--- config.mk ---
export PLATFORM = sky130hd
export DESIGN_NAME = pacc_top
export DESIGN_NICKNAME = d
export VERILOG_FILES = /design/src/rtl/pacc_pkg.sv /design/src/rtl/pacc_top.sv
export VERILOG_INCLUDE_DIRS = /design/src /design/src/rtl
export SDC_FILE = /design/constraint.sdc
export NUM_CORES = 1
export LEC_CHECK = 0
export ABC_AREA = 1
export BUFFER_PORTS_ARGS = -buffer_cell sky130_fd_sc_hd__buf_2
export CAP_MARGIN = 10
export CORE_UTILIZATION = 59
export DETAILED_ROUTE_END_ITERATION = 16
export GPL_TIMING_DRIVEN = 0
export HOLD_SLACK_MARGIN = 0.1
export PLACE_DENSITY = 0.91
export SLEW_MARGIN = 10
export SYNTH_ARGS = -nofsm -noshare
export SYNTH_HDL_FRONTEND = slang
export SYNTH_SLANG_ARGS = --single-unit
--- constraint.sdc ---
create_clock -name clk_i -period 4.1 [get_ports clk_i]
set_input_delay 0.615 -clock clk_i [delete_from_list [all_inputs] [get_ports clk_i]]
set_output_delay 0.615 -clock clk_i [all_outputs]
set_load 0.01 [all_outputs]
--- src/rtl/pacc_consts.svh ---
// Register offsets, field positions, reset values and timing counts of the pulse accumulator.
`ifndef PACC_CONSTS_SVH
`define PACC_CONSTS_SVH

// Register indices; the byte address is four times the index.
`define PACC_IDX_MASK2 14'h1024
`define PACC_IDX_FLAG2 14'h1025
`define PACC_IDX_CTRL 14'h1026
`define PACC_IDX_COUNT 14'h1027

// Bit positions in the second mask and second flag registers.
`define PACC_BIT_MAIN_OVF 7
`define PACC_BIT_PERIODIC 6
`define PACC_BIT_ACC_OVF 5
`define PACC_BIT_ACC_EDGE 4

// Bit positions in the accumulator control register.
`define PACC_BIT_ENABLE 6
`define PACC_BIT_MODE 5
`define PACC_BIT_EDGE 4
`define PACC_BIT_CCS 2

// Reset values.
`define PACC_RST_BYTE 8'h00
`define PACC_RST_FLAGS 4'h0
`define PACC_RST_PRESCALE 2'h0

// Timing counts in clock cycles, the periodic counter width and counter maxima.
`define PACC_PR_WINDOW 7'h40
`define PACC_GATE_LAST 6'h3F
`define PACC_RTI_BASE 8192
`define PACC_RTI_W 17
`define PACC_MAIN_MAX 16'hFFFF
`define PACC_COUNT_MAX 8'hFF

`endif

--- src/rtl/pacc_pkg.sv ---
// Types shared by the pulse accumulator design.
package pacc_pkg;

  typedef logic [31:0] pacc_word_t;

  // Every flip-flop of the block.
  typedef struct packed {
    logic sync1;
    logic sync2;
    logic pin_prev;
    logic [3:0] irq_en;
    logic [1:0] prescale;
    logic pr_written;
    logic [6:0] boot_cnt;
    logic [3:0] flags;
    logic acc_en;
    logic acc_mode;
    logic acc_edge;
    logic ccs;
    logic [1:0] rate;
    logic [7:0] count;
    logic [5:0] gate_div;
    logic [3:0] pre;
    logic [15:0] main;
    logic [16:0] rti_cnt;
    logic ack;
    logic [7:0] dat;
    logic irq;
  } pacc_state_t;

endpackage

--- src/rtl/pacc_top.sv ---
// Pulse accumulator, periodic interrupt timer and shared mask and flag registers.
//
// The implementer's own choice: the Wishbone slave port.
`timescale 1ns/100ps
`include "pacc_consts.svh"

module pacc_top #(
  parameter int RTI_BASE_CYCLES = `PACC_RTI_BASE
) (
  input wire logic clk_i,
  input wire logic rst_i,
  input wire logic wb_cyc_i,
  input wire logic wb_stb_i,
  input wire logic wb_we_i,
  input wire logic [15:0] wb_adr_i,
  input wire logic [3:0] wb_sel_i,
  input wire pacc_pkg::pacc_word_t wb_dat_i,
  output pacc_pkg::pacc_word_t wb_dat_o,
  output logic wb_ack_o,
  input wire logic accum_input_pin_i,
  output logic irq_o,
  output logic fourth_capture_en_o,
  output logic fifth_compare_en_o
);
  import pacc_pkg::*;

  pacc_state_t s_q;
  pacc_state_t s_d;

  // Last count value of the current periodic interval.
  function automatic logic [16:0] rti_last(input logic [1:0] rate);
    rti_last = (17'(RTI_BASE_CYCLES) << rate) - 17'h0_001;
  endfunction

  // Prescaler divide mask for 1, 4, 8 and 16.
  function automatic logic [3:0] pre_mask(input logic [1:0] sel);
    unique case (sel)
      2'h0: pre_mask = 4'h0;
      2'h1: pre_mask = 4'h3;
      2'h2: pre_mask = 4'h7;
      2'h3: pre_mask = 4'hF;
    endcase
  endfunction

  // Bus decode; a write or clear takes effect at the edge where ack is high.
  logic bus_req;
  logic bus_wr;
  logic [13:0] bus_idx;
  assign bus_req = wb_cyc_i && wb_stb_i;
  assign bus_idx = wb_adr_i[15:2];
  assign bus_wr = bus_req && wb_we_i && s_q.ack && wb_sel_i[0];

  logic wr_mask;
  logic wr_flag;
  logic wr_ctrl;
  logic wr_count;
  assign wr_mask = bus_wr && (bus_idx == `PACC_IDX_MASK2);
  assign wr_flag = bus_wr && (bus_idx == `PACC_IDX_FLAG2);
  assign wr_ctrl = bus_wr && (bus_idx == `PACC_IDX_CTRL);
  assign wr_count = bus_wr && (bus_idx == `PACC_IDX_COUNT);

  // Pin edges are taken between the second sync stage and its delayed copy.
  logic pin_rise;
  logic pin_fall;
  logic edge_ev;
  logic pin_active;
  assign pin_rise = s_q.sync2 && !s_q.pin_prev;
  assign pin_fall = !s_q.sync2 && s_q.pin_prev;
  // The selected edge is the counted edge in event mode and the trailing edge in gated mode.
  assign edge_ev = s_q.acc_en && (s_q.acc_edge ? pin_rise : pin_fall);
  assign pin_active = (s_q.sync2 != s_q.acc_edge);

  // Increment sources for the accumulator.
  logic gate_tick;
  logic acc_inc;
  logic ovf_ev;
  assign gate_tick = (s_q.gate_div == `PACC_GATE_LAST);
  assign acc_inc = s_q.acc_en && (s_q.acc_mode ? (gate_tick && pin_active) : edge_ev);
  // A bus write of the count wins over an increment in the same cycle.
  assign ovf_ev = acc_inc && !wr_count && (s_q.count == `PACC_COUNT_MAX);

  // Main counter and periodic timer events.
  logic main_tick;
  logic tof_ev;
  logic rti_ev;
  assign main_tick = ((s_q.pre & pre_mask(s_q.prescale)) == pre_mask(s_q.prescale));
  assign tof_ev = main_tick && (s_q.main == `PACC_MAIN_MAX);
  assign rti_ev = (s_q.rti_cnt >= rti_last(s_q.rate));

  logic [3:0] flag_set;
  logic [3:0] flag_clr;
  assign flag_set = {tof_ev, rti_ev, ovf_ev, edge_ev};
  assign flag_clr = wr_flag ? wb_dat_i[7:4] : 4'h0;

  // Next state of the whole block.
  always_comb begin
    s_d = s_q;
    // The first sync stage feeds only the second.
    s_d.sync1 = accum_input_pin_i;
    s_d.sync2 = s_q.sync1;
    s_d.pin_prev = s_q.sync2;

    // Free-running dividers; none of them is stopped by software.
    s_d.gate_div = s_q.gate_div + 6'h01;
    s_d.pre = s_q.pre + 4'h1;
    if (main_tick) begin
      s_d.main = s_q.main + 16'h0001;
    end
    if (rti_ev) begin
      s_d.rti_cnt = '0;
    end else begin
      s_d.rti_cnt = s_q.rti_cnt + 17'h0_0001;
    end
    if (s_q.boot_cnt != `PACC_PR_WINDOW) begin
      s_d.boot_cnt = s_q.boot_cnt + 7'h01;
    end

    // Flags: a set in the same cycle as its clear wins, a zero write keeps the flag.
    s_d.flags = (s_q.flags & ~flag_clr) | flag_set;

    // Accumulator count; software writes it at any time.
    if (wr_count) begin
      s_d.count = wb_dat_i[7:0];
    end else if (acc_inc) begin
      s_d.count = s_q.count + 8'h01;
    end

    if (wr_mask) begin
      s_d.irq_en = wb_dat_i[7:4];
      // The prescaler takes one write, and only inside the window after reset.
      if (!s_q.pr_written && (s_q.boot_cnt != `PACC_PR_WINDOW)) begin
        s_d.prescale = wb_dat_i[1:0];
        s_d.pr_written = 1'b1;
      end
    end
    if (wr_ctrl) begin
      s_d.acc_en = wb_dat_i[`PACC_BIT_ENABLE];
      s_d.acc_mode = wb_dat_i[`PACC_BIT_MODE];
      s_d.acc_edge = wb_dat_i[`PACC_BIT_EDGE];
      s_d.ccs = wb_dat_i[`PACC_BIT_CCS];
      s_d.rate = wb_dat_i[1:0];
    end

    // Wishbone classic: ack one cycle after the request, dropped the cycle after.
    s_d.ack = bus_req && !s_q.ack;
    s_d.dat = 8'h00;
    if (bus_req && !s_q.ack) begin
      unique case (bus_idx)
        `PACC_IDX_MASK2: s_d.dat = {s_q.irq_en, 2'b00, s_q.prescale};
        `PACC_IDX_FLAG2: s_d.dat = {s_q.flags, 4'h0};
        `PACC_IDX_CTRL: s_d.dat = {1'b0, s_q.acc_en, s_q.acc_mode, s_q.acc_edge,
                                   1'b0, s_q.ccs, s_q.rate};
        `PACC_IDX_COUNT: s_d.dat = s_q.count;
        default: s_d.dat = 8'h00;
      endcase
    end

    // Pending interrupt is registered from the next flags and enables.
    s_d.irq = |(s_d.flags & s_d.irq_en);
  end

  // Reset value; the accumulator count survives reset.
  pacc_state_t s_rst;
  always_comb begin
    s_rst = '0;
    s_rst.flags = `PACC_RST_FLAGS;
    s_rst.prescale = `PACC_RST_PRESCALE;
    s_rst.dat = `PACC_RST_BYTE;
    s_rst.count = s_q.count;
  end

  // State register.
  always_ff @(posedge clk_i) begin
    if (rst_i) begin
      s_q <= s_rst;
    end else begin
      s_q <= s_d;
    end
  end

  // Outputs come straight from the state register.
  assign wb_ack_o = s_q.ack;
  assign wb_dat_o = {24'h00_0000, s_q.dat};
  assign irq_o = s_q.irq;
  // The shared pin goes to one function only.
  assign fourth_capture_en_o = s_q.ccs;
  assign fifth_compare_en_o = !s_q.ccs;
endmodule

==> run_results.csv <==
group,metric,value,unit
floorplan,fp-row-count,31,
logic_synthesis,synth_fa_ha_area_share,3.09,%
final_layout,syn_to_final_growth,14.4,%
route,wl_per_cell,12.4,um
worst_setup_path,end_kind,"flip-flop",
floorplan,core,0.00725,mm2
global_routing,grt_busiest_layer,"met2",
clock_network,cts_buffers,9,
timing,fin_tns_setup,0,ns
global_routing,grt_pass1_vias,3701,
placement,gp_routability_congestion,0.864,
logic_synthesis,synth-compound-area-share,10.7,%
global_routing,use_met3,6.53,%
floorplan,ioPinCount,94,
final_layout,seqCellArea,0.00184,mm2
worst_setup_path,setup.worst_path.end,"s_q[60]",
clock_network,cts_tree,"done",
timing,max_slew_margin,39.5,%
clock_network,hold_buffers,0,
global_routing,grt_use_total,25.7,%
worst_setup_path,worstReg2RegStart,"wb_ack_o",
worst_setup_path,crit_path_start_kind,"flip-flop",
logic_synthesis,yosysWarnings,0,
placement,io_buffers,40,
route,drc,0,
clock_network,cts-htree-levels,3,
logic_synthesis,synth_area,0.00445,mm2
global_routing,gr-usage-met2,46.0,%
logic_synthesis,synthCells,579,
global_routing,antenna_found_initial,0,
route,vias,4041,
clock_network,post_cts_resized,0,
floorplan,die_w,88.9,um
logic_synthesis,avgSynthCellArea,7.69,um2
timing,rsz0062_at_grt,"false",
global_routing,overflow,0,
power_and_ir_drop,power.total,0.00167,W
worst_setup_path,critical_path.startpoint,"wb_ack_o",
timing,skew,0.0112,ns
clock_network,worstSkewPairLatency,0.36,ns
worst_setup_path,r2r-end,"s_q[60]",
floorplan,die-area,0.00789,mm2
final_layout,n_antenna_cell,0,
clock_network,cts_max_path_buffers,2,
outcome,status,"finished clean",
floorplan,die_h,88.9,um
floorplan,start_util,61.4,%
timing,setup_violations,0,
final_layout,drive_above_1_share,19.1,%
logic_synthesis,synth-seq-area-share,41.4,%
worst_setup_path,worstPathRequired,4.08,ns
timing,fmaxAchievable,0.402,GHz
timing,post-route-period-util,60.7,%
logic_synthesis,synth_top_family_by_area,"simple AND/OR/NAND/NOR gates",
route,wl,9420,um
run,drv_cap,0,
placement,dp_hpwl,7030,um
global_routing,grt_pass1_wl,15700,um
worst_setup_path,critical_path_class,"reg -> reg",
route,vias_per_cell,5.34,
worst_hold_path,min_path_type,"reg -> reg",
route,drt.antenna.violating_nets,0,
timing,period_minus_slack,2.49,ns
global_routing,grtUsageMet1,28.7,%
logic_synthesis,synthXorXnorAreaFrac,3.54,%
clock_network,post_cts_buffers,0,
logic_synthesis,synth_seq_cells,88,
clock_network,clk_pin_slew_worst_paths,0.08,ns
power_and_ir_drop,ir_worst_vdd,0.240,mV
power_and_ir_drop,power_density,327,mW/mm2
logic_synthesis,yosys.area_share.simple,27.7,%
global_routing,grt_max_degree,15,
clock_network,cts_sinks,88,
timing,tightest_slew,0.908,ns
worst_setup_path,path_max_fanout,10,
power_and_ir_drop,p_leak,2.13,nW
route,drtPass1Iterations,6,
worst_setup_path,critical_path_arrival,2.47,ns
timing,final_hold_viol_count,0,
worst_setup_path,r2r_cells,5,
clock_network,cts_root_buffer,"clkbuf_8",
logic_synthesis,synth.distinct_cells,41,
final_layout,fillers,547,
route,drt-initial-drc-count,348,
timing,slew_viol_final,0,
final_layout,finalNetCount,722,
worst_setup_path,r2r_slack,1.61,ns
final_layout,multiInputGateArea,0.00214,mm2
logic_synthesis,synth_mux_area_share,0.984,%
[critical path, stage by stage (launching register included)]
cell,delay [ns]
dfxtp_1,0.35
nand3_1,0.14
nor2_4,0.27
nand3_1,0.31
buf_2,0.29
a21oi_1,0.74
[kinds of logic (layout without fill, tap and decap cells)]
family | Yosys count | count (layout)
DFF | 88 | 88
and+or+nand+nor | 265 | 265
xor gates and xnor gates | 18 | 18
buffers and inverters | 109 | 165
AOI/OAI and AO/OA | 82 | 82
muxes | 4 | 4
adders and majority gates | 11 | 11
other | 2 | 25
[cells in the final DEF (no fill, tap or decap), types with 2 or more instances in the layout]
cell type	netlist	final
a21oi_1	38	38
nor3b_1	6	6
a31oi_1	3	3
and3_1	2	2
nand4_1	18	18
nand2_2	5	5
nand2_1	88	88
xor2_1	10	10
o21a_1	2	2
nor3_1	12	12
bufinv_16	0	2
nor2_1	81	81
a211oi_2	6	6
ha_1	11	11
nor2_2	3	3
buf_2	1	41
conb_1	2	25
clkbuf_1	6	6
buf_4	34	34
nor2_4	4	4
or2_2	2	2
nand3_2	2	2
dfxtp_1	80	80
inv_2	3	3
buf_6	2	2
xnor2_1	8	8
nand3_1	36	36
o21ai_1	3	3
clkbuf_8	0	11
edfxtp_1	8	8
mux2_2	3	3
o21ai_0	27	27
clkinv_2	0	2
inv_1	63	63
[worst min-delay path by stage]
stage	depth (start not counted)	slack, ns	to	start
2_1_floorplan	2	0.39	s_d[85]	s_d[86]
3_5_place_dp	2	0.41	s_d[85]	s_d[86]
4_1_cts	2	0.42	s_d[85]	s_d[86]
6_report	2	0.41	s_d[85]	s_d[86]
5_1_grt	2	0.46	s_d[85]	s_d[86]
3_3_place_gp	2	0.39	s_d[85]	s_d[86]
[layer usage]
layer | up-vias | share of wire (%)
li1 | 1991 | -
met1 | 1841 | 41
met2 | 170 | 49
met3 | 39 | 6.3
met4 | 0 | 3.7
met5 | - | 0
[where the power goes]
| group | switching [W] | total [W] | internal, W | leakage, nW |
|---|---|---|---|---|
| Clock | 0.000296 | 0.000672 | 0.000375 | 0.119 |
| Combinational | 0.0000606 | 0.000104 | 0.0000439 | 1.29 |
| Sequential | 0.0000114 | 0.000890 | 0.000879 | 0.720 |
| Total | 0.000368 | 0.00167 | 0.00130 | 2.13 |
[area by class of cell]
cell class,count,area share (%)
clock buffers,11,2.97
plain buffers,43,6.00
clock inverters,5,1.55
multi-input cells,405,42.1
well taps,99,2.43
flip-flops and latches,88,36.2
repair buffers,40,3.93
inverters,66,4.87
[metrics by stage]
stage / setup WS (ns) / hold slack (ns) / instances / util [%] / area, um2
after floorplan: 1.86 / 0.388 / 602 / - / 4540
after global placement: 1.36 / 0.390 / 741 / 67.0 / 4860
after detailed placement: 1.28 / 0.408 / 741 / 67.0 / 4860
after CTS: 1.64 / 0.419 / 757 / 70.2 / 5090
after global routing: 1.50 / 0.456 / 757 / 70.2 / 5090
final: 1.61 / 0.414 / 757 / 70.2 / 5090
[synth_stat cells, drive strengths merged]
cell	instances	share of area, %
clkbuf	6	0.51
or2	2	0.28
nand2	93	8.1
a21oi	38	4.3
o211ai	2	0.45
o21ai	31	3.6
inv	66	5.6
nor3	14	1.9
xor2	10	2.0
a31oi	3	0.42
a211oi	6	1.7
buf	37	6.4
nand3	38	4.5
edfxtp	8	5.4
dfxtp	80	36
nand3b	1	0.17
mux2	3	0.76
and3	2	0.28
nor2	88	8.3
mux2i	1	0.22
xnor2	8	1.6
nand4	18	2.5
ha	11	3.1
conb	2	0.17
or3	1	0.14
nor3b	6	1.0
o21a	2	0.34
nor4	2	0.42
[state kept, by name, indices dropped and copies added (netlist names)]
register and count:
fourth_capture_en_o 1, irq_o 1, s_d 2, s_q 75, wb_ack_o 1, wb_dat_o 8
No activity file was read; power rests on OpenSTA's default activity.
